### src/core/pmta_pkg.sv
/*
  Constants, enumerations and carrier structs for the program memory
  table-access unit: register offsets, field positions, reset values,
  pointer update modes and the flash request bundle.
  Assumes nothing beyond a SystemVerilog compiler.
*/
package pmta_pkg;

  localparam int PTR_W    = 22;
  localparam int MEM_W    = 21;
  localparam int BYTE_W   = 8;
  localparam int UPPER_W  = 6;
  localparam int RADDR_W  = 3;
  localparam int WBLK_LSB = 3;
  localparam int EBLK_LSB = 6;
  localparam int WBLK_W   = PTR_W - WBLK_LSB;
  localparam int EBLK_W   = PTR_W - EBLK_LSB;

  localparam logic [RADDR_W-1:0] REG_LATCH  = 3'h0;
  localparam logic [RADDR_W-1:0] REG_UPPER  = 3'h1;
  localparam logic [RADDR_W-1:0] REG_HIGH   = 3'h2;
  localparam logic [RADDR_W-1:0] REG_LOW    = 3'h3;
  localparam logic [RADDR_W-1:0] REG_STATUS = 3'h4;

  localparam int STAT_BUSY  = 0;
  localparam int STAT_WRITE = 1;
  localparam int STAT_ALT   = 2;

  localparam logic [BYTE_W-1:0] LATCH_RST = 8'h00;
  localparam logic [PTR_W-1:0]  PTR_RST   = 22'h000000;

  typedef enum logic [1:0] {
    PMTA_NOCHG,
    PMTA_POSTINC,
    PMTA_POSTDEC,
    PMTA_PREINC
  } pmta_mode_e;

  typedef enum logic [1:0] {
    PMTA_IDLE,
    PMTA_RD_REQ,
    PMTA_RD_CAP,
    PMTA_WR_REQ
  } pmta_state_e;

  typedef struct packed {
    logic [RADDR_W-1:0] addr;
    logic [BYTE_W-1:0]  wdata;
    logic               wr;
    logic               rd;
  } pmta_bus_s;

  typedef struct packed {
    logic              valid;
    logic              is_write;
    pmta_mode_e        mode;
    logic [BYTE_W-1:0] wdata;
  } pmta_op_s;

  typedef struct packed {
    logic              rd_req;
    logic              wr_req;
    logic [PTR_W-1:0]  addr;
    logic [BYTE_W-1:0] wdata;
    logic              prog_req;
    logic [WBLK_W-1:0] prog_block;
    logic              erase_req;
    logic [EBLK_W-1:0] erase_block;
  } pmta_flash_s;

endpackage : pmta_pkg

### src/core/pmta_ptr_step.sv
/*
  Pointer stepping for table operations: gives the transfer address and
  the pointer value left behind for each of the four update modes.
  Assumes the 22-bit pointer with its top bit selecting the alternate space.
*/
`timescale 1ns/1ns
module pmta_ptr_step (
  input  wire logic [pmta_pkg::PTR_W-1:0] ptr,
  input  wire pmta_pkg::pmta_mode_e       mode,
  output logic      [pmta_pkg::PTR_W-1:0] xfer_addr,
  output logic      [pmta_pkg::PTR_W-1:0] ptr_after
);

  // step within the low field only; the top bit rides along unchanged
  function automatic logic [pmta_pkg::PTR_W-1:0] step(
    input logic [pmta_pkg::PTR_W-1:0] p,
    input logic                       down
  );
    logic [pmta_pkg::MEM_W-1:0] low;
    low = p[pmta_pkg::MEM_W-1:0];
    if (down) begin
      low = low - 21'h000001;
    end else begin
      low = low + 21'h000001;
    end
    return {p[pmta_pkg::PTR_W-1], low};
  endfunction : step

  always_comb begin
    xfer_addr = ptr;
    ptr_after = ptr;
    case (mode)
      pmta_pkg::PMTA_NOCHG: begin
        ptr_after = ptr;
      end
      pmta_pkg::PMTA_POSTINC: begin
        ptr_after = step(ptr, 1'b0);
      end
      pmta_pkg::PMTA_POSTDEC: begin
        ptr_after = step(ptr, 1'b1);
      end
      default: begin
        ptr_after = step(ptr, 1'b0);
        xfer_addr = ptr_after;
      end
    endcase
  end

endmodule : pmta_ptr_step

### src/core/pmta_unit.sv
/*
  Table-access unit: byte latch and 22-bit program byte pointer that let
  the core move single bytes between flash program memory and data RAM,
  and that point timed block writes and block erases.
  Assumes a flash array that returns read data the cycle after a read
  request is seen, a processor that issues one table operation at a time
  while op_busy is low, and a register master with one-cycle strobes.
*/
// Added by the designer: strobed register access and the address map.
// What this block does
// - Byte latch in register space carries every table transfer byte.
// - Pointer is upper, high and low byte registers joined into 22 bits.
// - Low 21 pointer bits address program memory bytes, up to 2 Mbytes.
// - Top pointer bit selects identification and configuration space.
// - Automatic pointer steps change only the low 21 bits.
// - Table read uses all 22 pointer bits to pick the byte latched.
// - Timed write uses pointer bits 21:3 as 8-byte block; 2:0 ignored.
// - Erase uses pointer bits 21:6 as 64-byte block; 5:0 ignored.
// - Reads and writes take address from pointer, with four update modes.
// - Plain variants transfer without changing the pointer.
// - Post-increment transfers at pointer, then adds one.
// - Post-decrement transfers at pointer, then subtracts one.
// - Pre-increment adds one first, then transfers at new address.
`timescale 1ns/1ns
module pmta_unit (
  input  wire logic                           mclk,
  input  wire logic                           rstn,
  input  wire pmta_pkg::pmta_bus_s            bus,
  output logic      [pmta_pkg::BYTE_W-1:0]    bus_rdata,
  input  wire pmta_pkg::pmta_op_s             op,
  output logic                                op_busy,
  output logic                                op_done,
  output logic      [pmta_pkg::BYTE_W-1:0]    op_rdata,
  input  wire logic                           prog_start,
  input  wire logic                           erase_start,
  input  wire logic [pmta_pkg::BYTE_W-1:0]    fl_rdata,
  output pmta_pkg::pmta_flash_s               fl,
  output logic      [pmta_pkg::PTR_W-1:0]     program_byte_pointer
);

  typedef struct packed {
    pmta_pkg::pmta_state_e          state;
    logic [pmta_pkg::PTR_W-1:0]     ptr;
    logic [pmta_pkg::BYTE_W-1:0]    latch;
    logic [pmta_pkg::BYTE_W-1:0]    rdata;
    logic                           busy;
    logic                           done;
    logic                           last_write;
    pmta_pkg::pmta_flash_s          fl;
  } pmta_core_s;

  pmta_core_s                    st_reg;
  pmta_core_s                    st_next;
  logic [pmta_pkg::PTR_W-1:0]    xfer_addr;
  logic [pmta_pkg::PTR_W-1:0]    ptr_after;

  pmta_ptr_step pmta_ptr_step_i (
    .ptr       (st_reg.ptr),
    .mode      (op.mode),
    .xfer_addr (xfer_addr),
    .ptr_after (ptr_after)
  );

  // pointer byte views, used by the register read path only
  function automatic logic [pmta_pkg::BYTE_W-1:0] ptr_byte(
    input logic [pmta_pkg::PTR_W-1:0]   p,
    input logic [pmta_pkg::RADDR_W-1:0] a
  );
    logic [pmta_pkg::BYTE_W-1:0] b;
    b = 8'h00;
    if (a == pmta_pkg::REG_UPPER) begin
      b = {2'b00, p[pmta_pkg::PTR_W-1:16]};
    end else if (a == pmta_pkg::REG_HIGH) begin
      b = p[15:8];
    end else if (a == pmta_pkg::REG_LOW) begin
      b = p[7:0];
    end
    return b;
  endfunction : ptr_byte

  function automatic logic is_ptr_reg(input logic [pmta_pkg::RADDR_W-1:0] a);
    return (a == pmta_pkg::REG_UPPER) || (a == pmta_pkg::REG_HIGH) ||
           (a == pmta_pkg::REG_LOW);
  endfunction : is_ptr_reg

  logic [pmta_pkg::BYTE_W-1:0] status_byte;

  always_comb begin
    status_byte = 8'h00;
    status_byte[pmta_pkg::STAT_BUSY]  = st_reg.busy;
    status_byte[pmta_pkg::STAT_WRITE] = st_reg.last_write;
    status_byte[pmta_pkg::STAT_ALT]   = st_reg.ptr[pmta_pkg::PTR_W-1];
  end

  always_comb begin
    st_next              = st_reg;
    st_next.done         = 1'b0;
    st_next.fl.rd_req    = 1'b0;
    st_next.fl.wr_req    = 1'b0;
    st_next.fl.prog_req  = 1'b0;
    st_next.fl.erase_req = 1'b0;

    // table operation sequencing
    case (st_reg.state)
      pmta_pkg::PMTA_IDLE: begin
        if (op.valid) begin
          st_next.busy       = 1'b1;
          st_next.last_write = op.is_write;
          st_next.ptr        = ptr_after;
          st_next.fl.addr    = xfer_addr;
          if (op.is_write) begin
            st_next.latch     = op.wdata;
            st_next.fl.wdata  = op.wdata;
            st_next.fl.wr_req = 1'b1;
            st_next.done      = 1'b1;
            st_next.state     = pmta_pkg::PMTA_WR_REQ;
          end else begin
            st_next.fl.rd_req = 1'b1;
            st_next.state     = pmta_pkg::PMTA_RD_REQ;
          end
        end
      end
      pmta_pkg::PMTA_RD_REQ: begin
        st_next.state = pmta_pkg::PMTA_RD_CAP;
      end
      pmta_pkg::PMTA_RD_CAP: begin
        st_next.latch = fl_rdata;
        st_next.rdata = fl_rdata;
        st_next.done  = 1'b1;
        st_next.busy  = 1'b0;
        st_next.state = pmta_pkg::PMTA_IDLE;
      end
      pmta_pkg::PMTA_WR_REQ: begin
        st_next.busy  = 1'b0;
        st_next.state = pmta_pkg::PMTA_IDLE;
      end
      default: begin
        st_next.busy  = 1'b0;
        st_next.state = pmta_pkg::PMTA_IDLE;
      end
    endcase

    // block write and erase take their block from the current pointer
    if (prog_start) begin
      st_next.fl.prog_req   = 1'b1;
      st_next.fl.prog_block = st_reg.ptr[pmta_pkg::PTR_W-1:pmta_pkg::WBLK_LSB];
    end
    if (erase_start) begin
      st_next.fl.erase_req   = 1'b1;
      st_next.fl.erase_block = st_reg.ptr[pmta_pkg::PTR_W-1:pmta_pkg::EBLK_LSB];
    end

    // software writes land last, so they win over a same-cycle pointer step
    if (bus.wr) begin
      if (bus.addr == pmta_pkg::REG_LATCH) begin
        st_next.latch = bus.wdata;
      end else if (bus.addr == pmta_pkg::REG_UPPER) begin
        st_next.ptr[pmta_pkg::PTR_W-1:16] = bus.wdata[pmta_pkg::UPPER_W-1:0];
      end else if (bus.addr == pmta_pkg::REG_HIGH) begin
        st_next.ptr[15:8] = bus.wdata;
      end else if (bus.addr == pmta_pkg::REG_LOW) begin
        st_next.ptr[7:0] = bus.wdata;
      end
    end
  end

  // register read data stand for exactly the cycle after the strobe
  logic [pmta_pkg::BYTE_W-1:0] bus_rdata_next;

  always_comb begin
    bus_rdata_next = 8'h00;
    if (bus.rd) begin
      if (bus.addr == pmta_pkg::REG_LATCH) begin
        bus_rdata_next = st_reg.latch;
      end else if (is_ptr_reg(bus.addr)) begin
        bus_rdata_next = ptr_byte(st_reg.ptr, bus.addr);
      end else if (bus.addr == pmta_pkg::REG_STATUS) begin
        bus_rdata_next = status_byte;
      end else begin
        bus_rdata_next = 8'h00;
      end
    end
  end

  always_ff @(posedge mclk or negedge rstn) begin
    if (!rstn) begin
      st_reg.state          <= pmta_pkg::PMTA_IDLE;
      st_reg.ptr            <= pmta_pkg::PTR_RST;
      st_reg.latch          <= pmta_pkg::LATCH_RST;
      st_reg.rdata          <= pmta_pkg::LATCH_RST;
      st_reg.busy           <= 1'b0;
      st_reg.done           <= 1'b0;
      st_reg.last_write     <= 1'b0;
      st_reg.fl             <= '0;
      bus_rdata             <= 8'h00;
    end else begin
      st_reg                <= st_next;
      bus_rdata             <= bus_rdata_next;
    end
  end

  assign op_busy              = st_reg.busy;
  assign op_done              = st_reg.done;
  assign op_rdata             = st_reg.rdata;
  assign fl                   = st_reg.fl;
  assign program_byte_pointer = st_reg.ptr;

endmodule : pmta_unit

### config.mk
export PLATFORM = sky130hd
export DESIGN_NAME = pmta_unit
export DESIGN_NICKNAME = d
export VERILOG_FILES = /design/src/core/pmta_pkg.sv /design/src/core/pmta_ptr_step.sv /design/src/core/pmta_unit.sv
export SDC_FILE = /design/constraint.sdc
export NUM_CORES = 1
export LEC_CHECK = 0
export BUFFER_PORTS_ARGS = -buffer_cell sky130_fd_sc_hd__buf_2
export CAP_MARGIN = 15
export CORE_MARGIN = 2
export CORE_UTILIZATION = 60
export DETAILED_ROUTE_END_ITERATION = 12
export PLACE_DENSITY = 0.87
export SYNTH_ARGS = -nofsm -noshare
export SYNTH_HDL_FRONTEND = slang
export SYNTH_HIERARCHICAL = 1
export SYNTH_SLANG_ARGS = --single-unit
### constraint.sdc
create_clock -name mclk -period 5.48 [get_ports mclk]
set_clock_uncertainty 0.2 [all_clocks]
set_input_delay 0.274 -clock mclk [delete_from_list [all_inputs] [get_ports mclk]]
set_output_delay 0.274 -clock mclk [all_outputs]
set_load 0.02 [all_outputs]
==> results of run 1 <==
==> stage by stage <==
step / worst slack (ps) / utilization [%] / area (um^2) / power [W] / hold WS (ps)
floorplan: 3370 / - / 7030 / 0.00323 / -222
detailed placement: 2940 / 60.9 / 6960 / 0.00338 / 228
CTS: 2920 / 68.5 / 7820 / 0.00449 / 1.17
global placement: 3070 / 60.9 / 6960 / 0.00330 / 194
global route: 2670 / 68.5 / 7820 / 0.00472 / 14.5
finish: 2820 / 68.5 / 7820 / 0.00451 / 22.3
==> power breakdown <==
| part | total, W | switching [W] | internal (W) |
|---|---|---|---|
| clock network | 0.00110 | 0.000387 | 0.000712 |
| registers | 0.00171 | 0.000469 | 0.00124 |
| logic | 0.00170 | 0.000973 | 0.000724 |
==> synth_stat cells (4+ instances only) <==
cell      number
a21oi_1       12
a22oi_1       12
and2_1         7
and3_1         7
and4_1         4
buf_2         20
buf_4        105
clkbuf_1      10
dfrtp_1      120
inv_1          7
mux2_2        75
mux2i_1       24
nand2_1       40
nand2b_1       4
nand3_1        8
nand4_1       11
nor2_1        29
nor2b_1        9
nor3_1         7
o211ai_1       9
o211ai_2       7
o21ai_0       18
o32ai_1        4
xnor2_1       23
xor2_1        17
==> final cells by class <==
cell class                 instances  area [um^2]
clock buffer                      24          492
clock inverter                     7         92.6
fill                             833         3600
inverter                           8         30.0
multi-input combinational        374         3010
sequential                       120         3000
tap                              143          179
timing repair buffer             174         1020
==> placed cells by master (no fill, tap or decap), drive strengths merged, types with 2 or more instances in the layout <==
cell type and n:
a22oi 12, mux4 5, dlygate4sd3 28, buf 146, nor4 5, o211ai 16, nor2 29, bufinv 2
o22ai 2, mux2 75, and4 4, o32ai 5, mux2i 24, a21oi 12, a22o 2, and3 7
nor3 7, nand4 12, a32oi 3, nand3 9, and4bb 2, xor2 17, clkinv 2, or2 3
clkbuf 24, nor2b 9, nand2b 5, xnor2 23, o21ai 20, clkinvlp 3, nand2 40, nor4b 3
or3 3, ha 2, inv 8, and2 8, dfrtp 120
==> per-layer routing <==
layer	up-vias	track usage, %	wire length, um	part of all wire (%)
met5	-	0	0	0
met4	0	10.5	368	2.2
met3	39	6.16	1300	7.7
met2	280	44.5	8150	48
met1	2537	35.9	7010	42
li1	2268	-	-	-
==> worst paths after layout <==
path	startpoint	end	slack (ps)
max in group asynchronous	rstn	st_reg[87]	3530
min in group asynchronous	rstn	op_rdata[4]	300
hold / removal	erase_start	fl[16]	20
hold reg to reg	fl[9]	fl[9]	300
setup / recovery	program_byte_pointer[0]	program_byte_pointer[18]	2820
setup reg to reg	program_byte_pointer[0]	program_byte_pointer[18]	2820
==> repair_timing <==
action | 4_1_cts | 5_1_grt
hold endpoints to repair | 115 | 0
setup endpoints to repair | 0 | 0
hold buffers | 28 | 0
==> logic make-up after synthesis <==
logic type	count (synthesis)	synth area share [%]
flip-flops	120	42.7
multiplexers	104	17.2
XOR/XNOR	40	4.98
AND/OR/NAND/NOR	151	12.4
adder cells (fa/ha/maj)	2	0.356
buffers and inverters	149	14.5
AO/OA/AOI/OAI	77	7.90
==> summary.md, run 1 <==
| Metric | Value |
|---|---|
| Post-Syn Area | 0.00703 mm^2 |
| DRT iter0 DRCs | 461 |
| Die area | 0.0126 mm^2 |
| Number of buffers added on ports | 145 |
| CP Launch Type | flop |
| Initial antenna violation count | 0 |
| Post-Place Cells | 791 |
| Syn-to-layout area delta | 11.2% |
| WL final | 16.8 mm |
| Clock-pin slew on the worst setup and hold paths | 60 ps |
| CTS sink count | 120 |
| Final-report hold violation count | 0 |
| Via density | 6.03 |
| VDD IR max | 0.419 mV |
| Leading post-synthesis cells by cell area | dfrtp_1, mux2_2, buf_4, mux2i_1, xnor2_1 |
| Layout cells sized above 1 | 39.0% |
| Leak pwr | 3.56 nW |
| Ant. Diodes | 0 |
| Vias in the first global route | 5114 |
| RePlAce Congestion | 0.924 |
| Non-Filler Instances | 850 |
| DR WL/cell | 19.8 um |
| H-tree depth | 4 |
| Slew @ Worst Pin | 1130 ps |
| Final net count | 734 |
| Final Max Slew Viols | 0 |
| Max Cap Viol | 0 |
| Ys flop type | dfrtp_1 |
| Critical path class | flop to flop |
| #FFs+latches synth | 120 |
| RSZ-0062 raised after global routing | false |
| Cell chain of the critical path | ha_1 > and3_1 > nor3b_1 > a22oi_1 > xnor2_1 > mux2i_1 > o21ai_0 |
| # rows | 39 |
| Critical path's largest stage delay | 630 ps |
| I/O pins | 146 |
| CTS tree | done |
| Number of flip-flops in the largest register | 69 |
| Post-DRT Antenna Nets | 0 |
| Max Freq | 376 MHz |
| Deepest clock path buffer count | 2 |
| Worst rel slew slack | 24.8% |
| CP endpoint kind | flop |
| Worst path top cell family by delay | simple AND/OR/NAND/NOR gates |
| Worst r2r path cells | 7 |
| Post-CTS Setup Bufs | 0 |
| Mapped Cells | 643 |
| Status | completed |
| Critical path fanouts, max | 11 |
| Unique cell type count in the Yosys netlist | 61 |
| Largest net degree at the start of global routing | 68 |
| Avg Cell Area, Syn | 10.9 um^2 |
| Register area share after synthesis | 42.7% |
| Overall routing resource usage | 27.3% |
| DRC | 0 |
| Max stage delay cell, worst path | dfrtp_1 |
| Synth top area share | 42.7% |
| Cts repair resizes | 0 |
| Final setup TNS | 0 ps |
| GR Overflow Total | 0 |
| Fin crit period | 2660 ps |
| Synth warn | 6 |
| Post-synth EDFFs | 0 |
| Via count | 5124 |
| WHS Path Cells | 1 |
| Worst path bufs/invs | 0 |
| Root buffer cell | clkbuf_16 |
| Die Ht | 112 um |
| First-pass GRT wire length | 26.8 mm |
| CTS buffer count | 17 |
| Chip Width | 112 um |
| HP Class | input pin to flop |
| Core Area | 0.0114 mm^2 |
| Final Cycle Share | 48.5% |
| Final setup vio count | 0 |
| Critical Path RT | 5610 ps |
| P per Cell Area | 576 mW/mm^2 |
| DRT Pass-1 Iters | 7 |
| Post-DP HPWL | 11.2 mm |
| Data arrival, critical path | 2790 ps |
| Syn_nets | 682 |
| Post-synth ARST share | 100% |
| Area leader, netlist | dfrtp_1 |
| WP depth | 7 |
| Initial Util | 61.6% |
| Latest clock arrival within the worst-skew pair | 420 ps |
No activity file was read; power rests on OpenSTA's default activity.
==> inputs of run 2 (changes only) <==
--- a/config.mk
+++ b/config.mk
@@ -8,9 +8,9 @@
 export BUFFER_PORTS_ARGS = -buffer_cell sky130_fd_sc_hd__buf_2
 export CAP_MARGIN = 15
 export CORE_MARGIN = 2
-export CORE_UTILIZATION = 60
+export CORE_UTILIZATION = 56
 export DETAILED_ROUTE_END_ITERATION = 12
-export PLACE_DENSITY = 0.87
+export PLACE_DENSITY = 0.82
 export SYNTH_ARGS = -nofsm -noshare
 export SYNTH_HDL_FRONTEND = slang
 export SYNTH_HIERARCHICAL = 1
==> constraint.sdc (replaced) <==
create_clock -name mclk -period 2.6 [get_ports mclk]
set_clock_uncertainty 0.2 [all_clocks]
set_input_delay 0.13 -clock mclk [delete_from_list [all_inputs] [get_ports mclk]]
set_output_delay 0.13 -clock mclk [all_outputs]
set_load 0.02 [all_outputs]
==> run 2 against run 1 <==
  * Total power grew 120%
  * Clock power grew 110%
  * Core utilization shrank 1.8 points
  * Worst hold slack gained 20 ps
  * Wire length grew 8.1%
  * Setup slack lost 2700 ps
  * Largest cell class unchanged
  * First-iteration DRC count shrank 13%
  * Sequential power grew 97%
  * Flip-flop and latch count is the same
  * Die area grew 6.9%
  * Via count grew 1.4%
==> summary.md, run 2 (synthesized netlist as in run 1, its figures left out) <==
| Metric | Value |
|---|---|
| Status | completed (unchanged) |
| Met1 GRT Util | 34.6% (was 35.9%) |
| Core Area | 0.0121 mm^2 (was 0.0114 mm^2) |
| Deepest clock path buffer count | 2 (unchanged) |
| Leak pwr | 3.69 nW (was 3.56 nW) |
| First-pass GRT wire length | 28.2 mm (was 26.8 mm) |
| DRT Pass-1 Iters | 5 (was 7) |
| Post-CTS Setup Bufs | 0 (unchanged) |
| Max Freq | 410 MHz (was 376 MHz) |
| CP Launch Type | flop (unchanged) |
| Commonest non-fill, non-tap cell in the layout | buf_2 (unchanged) |
| Hold_buf cts | 33 (was 28) |
| # rows | 40 (was 39) |
| Via density | 5.78 (was 6.03) |
| Final Cycle Share | 93.9% (was 48.5%) |
| Cts repair resizes | 0 (unchanged) |
| Placed Area | 0.00715 mm^2 (was 0.00696 mm^2) |
| Slew @ Worst Pin | 913 ps (was 1130 ps) |
| Die Ht | 116 um (was 112 um) |
| Latest clock arrival within the worst-skew pair | 420 ps (about the same) |
| Number of buffers added on ports | 145 (unchanged) |
| Root buffer cell | clkbuf_16 (unchanged) |
| CTS buffer count | 17 (unchanged) |
| CTS sink count | 120 (unchanged) |
| Initial antenna violation count | 0 (unchanged) |
| Clock-pin slew on the worst setup and hold paths | 50 ps (was 60 ps) |
| Post-route cell area | 0.00807 mm^2 (was 0.00782 mm^2) |
| Chip Width | 116 um (was 112 um) |
| CTS tree | done (unchanged) |
| Ant. Diodes | 0 (unchanged) |
| Largest net degree at the start of global routing | 46 (was 68) |
| Post-DP HPWL | 12.5 mm (was 11.2 mm) |
| VDD IR max | 0.763 mV (was 0.419 mV) |
| Vias in the first global route | 5327 (was 5114) |
| Initial Util | 58.0% (was 61.6%) |
| GR Layer Usage met2 | 46.5% (was 44.5%) |
| RSZ-0062 raised after global routing | false (unchanged) |
| Data arrival, critical path | 2570 ps (was 2790 ps) |
| Met3 Usage GRT | 6.75% (was 6.16%) |
| DRC | 0 (unchanged) |
| Post-DRT Antenna Nets | 0 (unchanged) |
| Overall routing resource usage | 28.0% (was 27.3%) |
| GR Overflow Total | 0 (unchanged) |
| H-tree depth | 4 (unchanged) |
| CP startpoint | program_byte_pointer[0] (unchanged) |
| Post-Place Cells | 835 (was 791) |
| Final setup TNS | 0 ps (unchanged) |
| Final net count | 758 (was 734) |
| RePlAce Congestion | 0.915 (was 0.924) |
| CP endpoint kind | flop (unchanged) |
| Fin crit period | 2440 ps (was 2660 ps) |
| Worst rel slew slack | 39.0% (was 24.8%) |
| Most frequent cells in the layout | buf_2, dfrtp_1, mux2_2, nand2_1, dlygate4sd3_1 (was buf_2, dfrtp_1, mux2_2, nand2_1, nor2_1) |
| Grt peak-use layer | met2 (unchanged) |
| Final setup vio count | 0 (unchanged) |
| DR WL/cell | 20.2 um (was 19.8 um) |
| I/O pins | 146 (unchanged) |
| Via count | 5194 (was 5124) |
| Worst r2r path cells | 8 (was 7) |
| Syn-to-layout area delta | 14.8% (was 11.2%) |
| Die area | 0.0135 mm^2 (was 0.0126 mm^2) |
| Non-Filler Instances | 898 (was 850) |
| Critical path fanouts, max | 7 (was 11) |
| HP Class | input pin to asynchronous set/reset pin (was input pin to flop) |
| Layout cells sized above 1 | 40.3% (was 39.0%) |
| Final-report hold violation count | 0 (unchanged) |
| DRT iter0 DRCs | 399 (was 461) |
| Critical path class | flop to flop (unchanged) |
| WL final | 18.2 mm (was 16.8 mm) |
| RR Startpoint | program_byte_pointer[0] (unchanged) |
| Critical Path RT | 2730 ps (was 5610 ps) |
| Number of flip-flops in the largest register | 69 (unchanged) |
| P per Cell Area | 1210 mW/mm^2 (was 576 mW/mm^2) |
| Max Cap Viol | 0 (unchanged) |
| Final Max Slew Viols | 0 (unchanged) |
## run 2: cell types whose count changed in the layout (fill, tap and decap cells not counted), sizes merged
cell | previous run | this run
buf | 146 | 165
bufinv | 2 | 3
clkbuf | 24 | 22
clkinv | 2 | 5
clkinvlp | 3 | 0
dlygate4sd3 | 28 | 33
## run 2: final timing paths
check	endpoint	slack (ps)
setup / recovery	program_byte_pointer[12]	160
hold / removal	fl[67]	40
setup reg to reg	program_byte_pointer[12]	160
hold reg to reg	fl[47]	300
max in group asynchronous	fl[46]	1430
min in group mclk	bus_rdata[7]	40
## run 2: metal layers
metal,routed length [um],vias up
met3,1270,60
met4,572,0
met1,7470,2564
li1,-,2304
met2,8870,266
met5,0,-
## run 2: critical path, cell delays in order, from the launching register on
cell and delay, ps:
dfrtp_1 440, inv_1 110, ha_1 220, and3b_1 240, and3_1 250, a32oi_1 440
xnor2_1 180, mux2i_1 90, o21ai_0 180
## run 2: per-stage QoR
step,setup slack (ps),power [W],hold slack (ps),util (%)
after floorplan,494,0.00680,-366,-
after CTS,166,0.00977,24.9,66.6
final,160,0.00977,41.8,66.6
after global placement,339,0.00721,-62.8,59.1
after detailed placement,247,0.00735,-48.7,59.1
after global routing,2.71,0.0102,53.3,66.6
## run 2: cell type report
type | instances | area (um^2)
repair buffers | 198 | 1230
inverters | 8 | 30.0
flip-flops and latches | 120 | 3000
multi-input cells | 374 | 3010
well taps | 168 | 210
clock buffers | 22 | 464
clock inverters | 8 | 123
fillers | 943 | 4040
## run 2: power by group
part / internal (W) / switching [W] / leakage (nW)
combinational: 0.00168 / 0.00236 / 1.94
sequential: 0.00262 / 0.000751 / 1.47
clock: 0.00154 / 0.000811 / 0.290
